### src/verilog/gwk_cfg.svh
// Purpose: Constants for the pin wake and external interrupt block
// Assumes: Included by bare name
// Notes: Byte addresses on a 32-bit Wishbone bus
`ifndef GWK_CFG_SVH
`define GWK_CFG_SVH
// ==========================================
// Register byte addresses
`define GWK_ADR_FLAGS 32'h4000a814
`define GWK_ADR_CFG_A 32'h4000a860
`define GWK_ADR_CFG_B 32'h4000a864
`define GWK_ADR_CFG_C 32'h4000a868
`define GWK_ADR_CFG_D 32'h4000a86c
`define GWK_ADR_WAKE_A 32'h4000bc08
`define GWK_ADR_WAKE_B 32'h4000bc0c
`define GWK_ADR_WAKE_C 32'h4000bc10
`define GWK_ADR_SEL_C 32'h4000bc14
`define GWK_ADR_SEL_D 32'h4000bc18
`define GWK_ADR_FILT 32'h4000bc1c
// ==========================================
// Field positions
`define GWK_CFG_FILT_BIT 8
`define GWK_CFG_MODE_LSB 5
`define GWK_WF_PINS_BIT 0
`define GWK_WF_SERIAL_BIT 1
`define GWK_WF_CHAN_D_BIT 3
`define GWK_FLAG_MASK 4'hd
`define GWK_SERIAL_PIN 5'h0a
// ==========================================
// Reset values and timing
`define GWK_SEL_C_RST 5'h0f
`define GWK_SEL_D_RST 5'h10
`define GWK_FILT_LEN 4
`endif

### src/verilog/gwk_pkg.sv
// Purpose: Types for the pin wake and external interrupt block
// Assumes: Nothing
// Notes: Trigger codes follow the channel configuration field
`default_nettype none
package gwk_pkg;
  typedef enum logic [2:0] {
    GWK_OFF = 3'h0,
    GWK_RISE = 3'h1,
    GWK_FALL = 3'h2,
    GWK_BOTH = 3'h3,
    GWK_HIGH = 3'h4,
    GWK_LOW = 3'h5
  } gwk_mode_t;
endpackage
`default_nettype wire

### src/verilog/gwk_wake_irq.sv
// Purpose: Pin wake monitor and four external interrupt channels
// Assumes: One 100 MHz clock, synchronous reset, classic Wishbone slave
// Notes: Pins pass three flops; one history filter bank serves all users
`include "gwk_cfg.svh"
`timescale 1ns/1ps
`default_nettype none
module gwk_wake_irq #(
  parameter int FILT_LEN = `GWK_FILT_LEN,
  parameter logic [4:0] CHAN_A_PIN = 5'h08,
  parameter logic [4:0] CHAN_B_PIN = 5'h0e
) (
  // System
  input wire logic CLK_I,
  input wire logic SYS_RST_I,
  // Wishbone slave
  input wire logic CYC_I,
  input wire logic STB_I,
  input wire logic WE_I,
  input wire logic [31:0] ADR_I,
  input wire logic [3:0] SEL_I,
  input wire logic [31:0] DAT_I,
  output logic [31:0] DAT_O,
  output logic ACK_O,
  // Pins
  input wire logic [7:0] PORT_A_I,
  input wire logic [7:0] PORT_B_I,
  input wire logic [7:0] PORT_C_I,
  input wire logic SERIAL_WAKE_EN_I,
  // Events
  output logic [3:0] IRQ_O,
  output logic WAKE_O
);

  // Elaboration check: the history shift needs two taps, and long ones only add latency
  if (FILT_LEN < 2 || FILT_LEN > 16) begin : g_bad_filt_len
    $error("FILT_LEN out of range");
  end

  // ==========================================
  // Helpers
  // Legal select codes only; others give no pin
  function automatic logic sel_ok(input logic [4:0] c);
    sel_ok = (c == 5'h04) || (c == 5'h05) || (c == 5'h07) ||
             (c >= 5'h08 && c <= 5'h0c) || (c >= 5'h10 && c <= 5'h17);
  endfunction

  function automatic logic pick(input logic [23:0] v, input logic [4:0] c);
    pick = sel_ok(c) ? v[c] : 1'b0;
  endfunction

  function automatic logic trig(input logic [2:0] m, input logic cur, input logic prv);
    unique case (m)
      gwk_pkg::GWK_RISE: trig = cur & ~prv;
      gwk_pkg::GWK_FALL: trig = ~cur & prv;
      gwk_pkg::GWK_BOTH: trig = cur ^ prv;
      gwk_pkg::GWK_HIGH: trig = cur;
      gwk_pkg::GWK_LOW: trig = ~cur;
      default: trig = 1'b0;
    endcase
  endfunction

  // ==========================================
  // Registers
  logic [3:0] pend_q;
  logic [8:0] cfg_q [4];
  logic [7:0] wen_q [3];
  logic [4:0] sel_c_q;
  logic [4:0] sel_d_q;
  logic [3:0] wf_q;
  logic ack_q;
  logic [31:0] rdat_q;
  logic req;
  logic wr;
  logic [31:0] rd;
  logic [31:0] wmask;
  logic [4:0] csel [4];
  logic [3:0] hit;

  assign req = CYC_I & STB_I & ~ack_q;
  // Write lands on the edge where the master sees ack, so a dropped request never writes
  assign wr = CYC_I & STB_I & WE_I & ack_q;
  assign wmask = {{8{SEL_I[3]}}, {8{SEL_I[2]}}, {8{SEL_I[1]}}, {8{SEL_I[0]}}};

  // ==========================================
  // Input synchronisers and filter bank
  logic [23:0] s1_q, s2_q, s3_q, clean_q, filt_q;
  logic [FILT_LEN-1:0] hist_q [24];

  // Third flop guards against a change seen in one flop only
  always_ff @(posedge CLK_I) begin
    if (SYS_RST_I) begin
      s1_q <= 24'h000000;
      s2_q <= 24'h000000;
      s3_q <= 24'h000000;
      clean_q <= 24'h000000;
    end else begin
      s1_q <= {PORT_C_I, PORT_B_I, PORT_A_I};
      s2_q <= s1_q;
      s3_q <= s2_q;
      clean_q <= (s2_q & s3_q) | (clean_q & (s2_q ^ s3_q));
    end
  end

  // Filtered level moves only after FILT_LEN equal samples; costs latency
  always_ff @(posedge CLK_I) begin
    if (SYS_RST_I) begin
      filt_q <= 24'h000000;
      for (int i = 0; i < 24; i++) begin
        hist_q[i] <= '0;
      end
    end else begin
      for (int i = 0; i < 24; i++) begin
        hist_q[i] <= {hist_q[i][FILT_LEN-2:0], clean_q[i]};
        if (&hist_q[i]) begin
          filt_q[i] <= 1'b1;
        end else if (~|hist_q[i]) begin
          filt_q[i] <= 1'b0;
        end
      end
    end
  end

  // ==========================================
  // Channel inputs and trigger detection
  logic [3:0] chan_in, chan_prv_q;

  always_comb begin
    csel[0] = CHAN_A_PIN;
    csel[1] = CHAN_B_PIN;
    csel[2] = sel_c_q;
    csel[3] = sel_d_q;
    for (int k = 0; k < 4; k++) begin
      // Filter option per channel
      chan_in[k] = cfg_q[k][`GWK_CFG_FILT_BIT] ? pick(filt_q, csel[k]) : pick(clean_q, csel[k]);
      hit[k] = trig(cfg_q[k][7:`GWK_CFG_MODE_LSB], chan_in[k], chan_prv_q[k]);
    end
  end

  // Previous level for edge detection
  always_ff @(posedge CLK_I) begin
    if (SYS_RST_I) begin
      chan_prv_q <= 4'h0;
    end else begin
      chan_prv_q <= chan_in;
    end
  end

  // Set beats a same-cycle write-one clear
  always_ff @(posedge CLK_I) begin
    if (SYS_RST_I) begin
      pend_q <= 4'h0;
    end else begin
      for (int k = 0; k < 4; k++) begin
        if (hit[k]) begin
          pend_q[k] <= 1'b1;
        end else if (wr && ADR_I == `GWK_ADR_FLAGS && SEL_I[0] && DAT_I[k]) begin
          pend_q[k] <= 1'b0;
        end
      end
    end
  end

  assign IRQ_O = pend_q;

  // ==========================================
  // Wake monitor
  logic [23:0] wview, wview_q, wen_all;
  logic ser_v, ser_q, chd_v, chd_q, wake_d, wake_q;

  assign wen_all = {wen_q[2], wen_q[1], wen_q[0]};
  assign wview = wf_q[`GWK_WF_PINS_BIT] ? filt_q : clean_q;
  assign ser_v = wf_q[`GWK_WF_SERIAL_BIT] ? filt_q[`GWK_SERIAL_PIN] : clean_q[`GWK_SERIAL_PIN];
  assign chd_v = wf_q[`GWK_WF_CHAN_D_BIT] ? pick(filt_q, sel_d_q) : pick(clean_q, sel_d_q);
  // Only enabled pins may wake
  assign wake_d = |((wview ^ wview_q) & wen_all) | (SERIAL_WAKE_EN_I & (ser_v ^ ser_q)) |
                  ((cfg_q[3][7:5] != 3'h0) & (chd_v ^ chd_q));

  // One-cycle wake pulse, registered
  always_ff @(posedge CLK_I) begin
    if (SYS_RST_I) begin
      wview_q <= 24'h000000;
      ser_q <= 1'b0;
      chd_q <= 1'b0;
      wake_q <= 1'b0;
    end else begin
      wview_q <= wview;
      ser_q <= ser_v;
      chd_q <= chd_v;
      wake_q <= wake_d;
    end
  end

  assign WAKE_O = wake_q;

  // ==========================================
  // Wishbone register file
  always_comb begin
    rd = 32'h00000000;
    unique case (ADR_I)
      `GWK_ADR_FLAGS: rd = {28'h0000000, pend_q & `GWK_FLAG_MASK};
      `GWK_ADR_CFG_A: rd = {23'h000000, cfg_q[0]};
      `GWK_ADR_CFG_B: rd = {23'h000000, cfg_q[1]};
      `GWK_ADR_CFG_C: rd = {23'h000000, cfg_q[2]};
      `GWK_ADR_CFG_D: rd = {23'h000000, cfg_q[3]};
      `GWK_ADR_WAKE_A: rd = {24'h000000, wen_q[0]};
      `GWK_ADR_WAKE_B: rd = {24'h000000, wen_q[1]};
      `GWK_ADR_WAKE_C: rd = {24'h000000, wen_q[2]};
      `GWK_ADR_SEL_C: rd = {27'h0000000, sel_c_q};
      `GWK_ADR_SEL_D: rd = {27'h0000000, sel_d_q};
      `GWK_ADR_FILT: rd = {28'h0000000, wf_q & 4'hb};
      default: rd = 32'h00000000;
    endcase
  end

  // Writes take effect on the edge at which ack is seen high
  always_ff @(posedge CLK_I) begin
    if (SYS_RST_I) begin
      for (int k = 0; k < 4; k++) begin
        cfg_q[k] <= 9'h000;
      end
      for (int p = 0; p < 3; p++) begin
        wen_q[p] <= 8'h00;
      end
      sel_c_q <= `GWK_SEL_C_RST;
      sel_d_q <= `GWK_SEL_D_RST;
      wf_q <= 4'h0;
    end else if (wr) begin
      for (int k = 0; k < 4; k++) begin
        if (ADR_I == `GWK_ADR_CFG_A + 32'(4 * k)) begin
          cfg_q[k] <= (cfg_q[k] & ~wmask[8:0]) | (DAT_I[8:0] & wmask[8:0] & 9'h1e0);
        end
      end
      for (int p = 0; p < 3; p++) begin
        if (ADR_I == `GWK_ADR_WAKE_A + 32'(4 * p) && SEL_I[0]) begin
          wen_q[p] <= DAT_I[7:0];
        end
      end
      if (ADR_I == `GWK_ADR_SEL_C && SEL_I[0]) begin
        sel_c_q <= DAT_I[4:0];
      end
      if (ADR_I == `GWK_ADR_SEL_D && SEL_I[0]) begin
        sel_d_q <= DAT_I[4:0];
      end
      if (ADR_I == `GWK_ADR_FILT && SEL_I[0]) begin
        wf_q <= DAT_I[3:0] & 4'hb;
      end
    end
  end

  // Ack one cycle after the strobe, dropped the next cycle
  always_ff @(posedge CLK_I) begin
    if (SYS_RST_I) begin
      ack_q <= 1'b0;
      rdat_q <= 32'h00000000;
    end else begin
      ack_q <= req;
      if (req) begin
        rdat_q <= rd;
      end
    end
  end

  assign ACK_O = ack_q;
  assign DAT_O = rdat_q;
endmodule // gwk_wake_irq
`default_nettype wire

### config.mk
export PLATFORM = sky130hd
export DESIGN_NAME = gwk_wake_irq
export DESIGN_NICKNAME = d
export VERILOG_FILES = /design/src/verilog/gwk_pkg.sv /design/src/verilog/gwk_wake_irq.sv
export VERILOG_INCLUDE_DIRS = /design/src /design/src/verilog
export SDC_FILE = /design/constraint.sdc
export NUM_CORES = 1
export LEC_CHECK = 0
export BUFFER_PORTS_ARGS = -buffer_cell sky130_fd_sc_hd__buf_2
export CAP_MARGIN = 20
export CORE_MARGIN = 2
export CORE_UTILIZATION = 37
export CTS_BUF_LIST = sky130_fd_sc_hd__clkbuf_16
export DETAILED_ROUTE_END_ITERATION = 8
export SETUP_SLACK_MARGIN = 0.4
export SLEW_MARGIN = 20
export SYNTH_ARGS = -nofsm -noshare
export SYNTH_HDL_FRONTEND = slang
export SYNTH_SLANG_ARGS = --single-unit
### constraint.sdc
create_clock -name CLK_I -period 6.65 [get_ports CLK_I]
set_input_delay 0.3325 -clock CLK_I [delete_from_list [all_inputs] [get_ports CLK_I]]
set_output_delay 0.3325 -clock CLK_I [all_outputs]
set_load 0.05 [all_outputs]
=== Word level (Yosys, flattened, before mapping) ===
Memories as Yosys holds them, arrays and structs flattened.
Index checks and enable logic that the tools add are counted.

* Memory bits (writable): 156
* Memories kept: 3
* Input port bits: 98
* Word-level logic and storage cells: 411
* Register bits: 201

{| class="wikitable"
|+ Memories
! memory !! words !! bits a word !! read ports !! clocked after Yosys merged registers in !! write ports !! RTL line !! text
|-
| hist_q || 24 || 4 || 24 || 0 || 24 || gwk_wake_irq.sv:87 || <nowiki>logic [FILT_LEN-1:0] hist_q [24];</nowiki>
|-
| cfg_q || 4 || 9 || 4 || 0 || 4 || gwk_wake_irq.sv:65 || <nowiki>logic [8:0] cfg_q [4];</nowiki>
|-
| wen_q || 3 || 8 || 3 || 0 || 3 || gwk_wake_irq.sv:66 || <nowiki>logic [7:0] wen_q [3];</nowiki>
|}

* Order comparisons: 10
* Reduce and logical (&&, ||, !) cells: 82
* Equal/unequal tests: 59
* Bitwise logic cells: 73
* Muxes and demuxes: 141

{| class="wikitable"
|+ Operator list
! cell !! count
|-
| equality test 32 x 31 -> 1 bit (second input constant) || 11
|-
| two-way mux 1 bit || 100
|-
| one-hot mux 9 bit (11 select lines) || 1
|-
| two-way mux 4 bit || 24
|-
| AND reduction 4 bit || 24
|-
| OR reduction 4 bit || 24
|-
| bitwise AND 24 bit || 3
|-
| != test 2 bit (second input constant) || 24
|-
| bitwise XOR 24 bit || 2
|-
| bitwise AND 9 bit || 5
|-
| two-way mux 9 bit || 4
|-
| OR 9 bit || 4
|-
| OR 1 bit || 33
|-
| equality test 5 x 3 -> 1 bit (second input constant) || 6
|-
| equality test 3 x 2 -> 1 bit (second input constant) || 8
|-
| two-way mux 24 bit || 1
|-
| two-way mux 8 bit || 3
|-
| OR 24 bit || 1
|-
| OR reduction 24 bit || 1
|-
| equality test 3 bit (second input constant) || 7
|-
| binary-select mux 1 bit (select 5 bit) || 4
|-
| logical AND 1 bit || 16
|-
| one-hot mux 1 bit (5 select lines) || 3
|-
| bitwise AND 1 bit || 12
|-
| 15 further kinds || 44
|}

=== Depth between registers and ports, before layout ===
* Word-level depth: 11
* Mapped depth: 14
* Mapped depth without buffers: 12

=== Least setup slack after synthesis ===
Ideal clock, no wire load.

* Path kind: input to register
* Start: input ADR_I[9]
* End: memory wen_q[0][0] (enable)
* Stages on the path: 7
* Path slack: 3828 ps
* Data required time: 6263 ps
* Setup time: 387 ps
* Path buffers: 2
* Data arrival time: 2436 ps
* Path through: or3b_1 -> buf_6 -> nor4b_1 -> and2_1 -> buf_2 -> nand2_1 -> o31ai_1

{| class="wikitable"
|+ RTL lines
! what !! RTL line !! text
|-
| start: declaration || gwk_wake_irq.sv:19 || <nowiki>input wire logic [31:0] ADR_I,</nowiki>
|-
| end: declaration || gwk_wake_irq.sv:66 ||
|}

=== Worst setup path in the final report ===
* Start: register sel_c_q[1]
* End: register pend_q[2], in the netlist IRQ_O[2]

* Longest elaborated chain between the ends: 11
* Elaborated cells on any way between the ends: 27
* Classes of those cells: order compare (4); eq/ne (3); mux (9); bitwise (4); reduce/logical (7)

{| class="wikitable"
|+ RTL lines
! what !! RTL line !! text
|-
| start: declaration || gwk_wake_irq.sv:67 || <nowiki>logic [4:0] sel_c_q;</nowiki>
|-
| start signal: assignment || gwk_wake_irq.sv:224 || <nowiki>sel_c_q <= `GWK_SEL_C_RST;</nowiki>
|-
| start signal: assignment || gwk_wake_irq.sv:239 || <nowiki>sel_c_q <= DAT_I[4:0];</nowiki>
|-
| parallel branches: the longest is 6 deep, another holds binary-select mux 1 bit (select 5 bit) || n/a ||
|-
| two-way mux 1 bit * || gwk_wake_irq.sv:134 || <nowiki>chan_in[k] = cfg_q[k][`GWK_CFG_FILT_BIT] ? pick(filt_q, csel[k]) : pick(clean_q, csel[k]);</nowiki>
|-
| named net chan_in[2] || gwk_wake_irq.sv:125 || <nowiki>logic [3:0] chan_in, chan_prv_q;</nowiki>
|-
| NOT 1 bit || gwk_wake_irq.sv:54, gwk_wake_irq.sv:57 ||
|-
| bitwise AND 1 bit || gwk_wake_irq.sv:54 || <nowiki>gwk_pkg::GWK_FALL: trig = ~cur & prv;</nowiki>
|-
| one-hot mux 1 bit (5 select lines) * || gwk_wake_irq.sv:52 || <nowiki>unique case (m)</nowiki>
|-
| two-way mux 1 bit / nonzero test 2 bit (equally long branches) || n/a ||
|-
| end signal: assignment || gwk_wake_irq.sv:151 || <nowiki>pend_q <= 4'h0;</nowiki>
|-
| end signal: indexed assignment || gwk_wake_irq.sv:155 || <nowiki>pend_q[k] <= 1'b1;</nowiki>
|-
| end signal: indexed assignment || gwk_wake_irq.sv:157 || <nowiki>pend_q[k] <= 1'b0;</nowiki>
|-
| end: declaration || gwk_wake_irq.sv:64 || <nowiki>logic [3:0] pend_q;</nowiki>
|}

Mark *: on every way through the listed nets, which the timed path passes. The select of a mux whose other input is x is not followed.
A chain may end at the register's enable or synchronous reset.

==> impl_results.md <==
* GRT Overall Usage at between 10% and 20%
* Crit path max-delay family: flip-flops
* Tightest Pin Transition at 1030 ps
* Mean Syn Cell Area at approximately 11 µm²
* WP buf/inv at 2
* Final hold vios at 0
* Worst-path clk slew at 60 ps
* Io pins at 136
* Max incr delay on CP at 910 ps
* Vias per cell at slightly above 5
* Antenna Cells at 0
* Detail Placement HPWL at about 21000 µm
* FP Rows at just under 70
* WL met1 at approximately 14000 µm
* Core outline area at 0.0355 mm²
* CP Capture Type: flop
* Die width at approximately 190 µm
* Post-layout nets at 1440
* CTS resizes at 0
* Routability cong. at ~0.9
* Status: complete, no violations
* Endpoints failing setup at 0
* Yosys warning count at 0
* EDFF count, synth at 60
* Final Core Density at 42.7%
* WL met3 at between 2000 and 3000 µm
* Slew HR at around 31%
* Crit path cell chain: mux4_2 > and4b_1 > nor3_1 > a31o_2 > inv_1 > ha_1 > inv_1 > mux2i_1 > a21oi_1 > nor2_1 > a21oi_1 > o221ai_1
* Highest routed layer: met4
* Die Area at approximately 0.038 mm²
* F_max at ~300 MHz
* Fin crit period at between 3000 and 4000 ps
* Root buffer cell: clkbuf_16
* Slowest cell on crit path: dfxtp_1
* CTS max path bufs at 3
* Yosys cell types at between 60 and 70
* Final period util at about half
* Hold Path Class: in2reg
* Worst-path maximum fanout at 14
* Gate Count Post-Synth at ~1200
* Critical path launch point type: flop
* Die height at 194 µm
* # Post-CTS Setup Buffers at 0
* Clock Skews at around 19 ps
* Post-synth ARST share at 0%
* Yosys reg bits at approximately 330
* Remaining antenna violation count at 0
* PortBufs at a little under 90
* P&R area growth vs syn at 13.8%
* Slew Limit Fails at 0
* Worst VDD drop at ~190 µV
* PwrDens at roughly 270 mW/mm²
* WP data required at about 7000 ps
* Skew-Pair Late Insertion Delay at between 500 and 600 ps
* Max-capacitance violation count at 0
* Sum Neg Setup Slack at 0 ps
* RSZ-0062 raised after global routing: no
* Most used DFF post-synth: dfxtp_1
* CTS Hold Bufs at 1
* DRC violations left at 0
* Clk sink count at 333
* Routed WL at around 31000 µm
* Initial core utilization at between 30 and 40%
* Routed wl met2 at about 13000 µm
* Worst setup path category: reg2reg
* GRT Residual Overflow at 0
* Netlist Area Pre-Place at ~0.013 mm²
* DR pass1 iterations at 7
* CTS Buf Count at 35
* Layout cell share with drive strength beyond 1 at 14.4%
* Pin count of the biggest net entering global routing at between 100 and 150
* Vias at 9302
* Vias in the first global route at 8580
* Htree depth at 2
* Antenna violations before repair at 0
* First-pass GRT wire length at ~48000 µm
* CTS tree: done
* Static leakage at ~6 nW
* Arrival @ worst endpoint at approximately 3700 ps
* 1st-iter DRT viols at between 700 and 800
* Seq/Total Area, Yosys at between 50% and 60%
* Mean routed wirelength per cell at 17.2 µm
placed cells by master (no fill, tap or decap), drive strengths merged, types with 14 or more instances in the layout:
cell and count:
a21oi 74, a22oi 18, and2 20, and3 43
buf 98, clkbuf 36, conb 23, dfxtp 273
edfxtp 60, ha 30, inv 24, mux2 14
mux2i 52, mux4 15, nand2 68, nand2b 14
nand3 23, nor2 81, nor2b 172, o21ai 34
o31ai 28, xnor2 19
sequential cells by signal, indices dropped and copies added, names as in the netlist:
| register | cells |
|---|---|
| hist_q | 96 |
| chd_q | 1 |
| sel_d_q | 5 |
| s2_q | 24 |
| DAT_O | 9 |
| s3_q | 24 |
| clean_q | 24 |
| filt_q | 24 |
| wview_q | 24 |
| chan_prv_q | 3 |
| cfg_q | 36 |
| s1_q | 24 |
| wen_q | 24 |
| ser_q | 1 |
| IRQ_O | 4 |
| sel_c_q | 5 |
| WAKE_O | 1 |
| wf_q | 3 |
| ACK_O | 1 |
worst register-to-register path: stages (launching register included):
cell and delay [ps]:
dfxtp_1 910, mux4_2 590, and4b_1 210, nor3_1 340, a31o_2 310, inv_1 60
ha_1 190, inv_1 50, mux2i_1 60, a21oi_1 150, nor2_1 60, a21oi_1 120
o221ai_1 120
logic make-up (layout without fill, tap and decap cells):
logic type | Yosys count | after routing | synth area share [%]
AO/OA/AOI/OAI | 200 | 200 | 9.85
XOR/XNOR | 19 | 19 | 1.25
adder cells (fa/ha/maj) | 30 | 30 | 2.82
buffers and inverters | 95 | 173 | 3.58
flip-flops | 333 | 333 | 54.6
multiplexers | 81 | 81 | 7.63
other | 1 | 23 | 0.0282
AND/OR/NAND/NOR | 476 | 476 | 20.3
cell type report:
type	instances	area [µm²]
multi-input cells	829	5660
flip-flops and latches	333	7270
repair buffers	100	544
well taps	461	577
fillers	3418	20300
clock buffers	35	876
clock inverters	25	180
inverters	13	48.8
worst paths after layout:
| check | from | end | slack, ps | depth (start not counted) |
|---|---|---|---|---|
| worst max-delay path | sel_c_q[1]$_SDFFE_PP1P_ | IRQ_O[2]$_SDFFE_PP0P_ | 3360 | 12 |
| worst min-delay path | PORT_A_I[1] | s1_q[1]$_SDFF_PP0_ | 20 | 2 |
| worst max register to register | sel_c_q[1]$_SDFFE_PP1P_ | IRQ_O[2]$_SDFFE_PP0P_ | 3360 | 12 |
| worst min register to register | s1_q[19]$_SDFF_PP0_ | s2_q[19]$_SDFF_PP0_ | 430 | 1 |
power by group:
part / internal (W) / leakage (nW) / total [W] / switching, W
registers: 0.00208 / 2.83 / 0.00210 / 0.0000206
logic: 0.0000452 / 2.70 / 0.000157 / 0.000112
clock network: 0.00104 / 0.554 / 0.00183 / 0.000789
Yosys cell counts, drive strengths merged (14+ instances only):
master | number | area [µm²]
dfxtp | 273 | 5470
nor2b | 172 | 1080
nor2 | 81 | 304
a21oi | 74 | 370
nand2 | 68 | 255
edfxtp | 60 | 1800
mux2i | 52 | 521
and3 | 43 | 269
clkbuf | 43 | 161
buf | 39 | 267
o21ai | 34 | 170
ha | 30 | 375
o31ai | 28 | 210
nand3 | 23 | 120
and2 | 20 | 125
xnor2 | 19 | 166
a22oi | 18 | 135
mux4 | 15 | 338
mux2 | 14 | 158
nand2b | 14 | 87.6
metal layers:
metal	track usage [%]	vias to the layer above
li1	-	4485
met1	22.9	4408
met2	24.4	352
met3	3.30	57
met4	4.75	0
met5	0	-
through the flow:
step | area, µm² | hold WS, ps | setup WS, ps | total power, W | instances
6_report | 15200 | 18.3 | 3360 | 0.00409 | 1796
5_1_grt | 15200 | 0.336 | 3230 | 0.00423 | 1796
4_1_cts | 15200 | 1.08 | 3380 | 0.00413 | 1796
3_5_place_dp | 14100 | 421 | 3390 | 0.00230 | 1735
3_3_place_gp | 14100 | 417 | 3450 | 0.00230 | 1735
2_1_floorplan | 13400 | 414 | 3830 | 0.00226 | 1257
No activity file was read; power rests on OpenSTA's default activity.
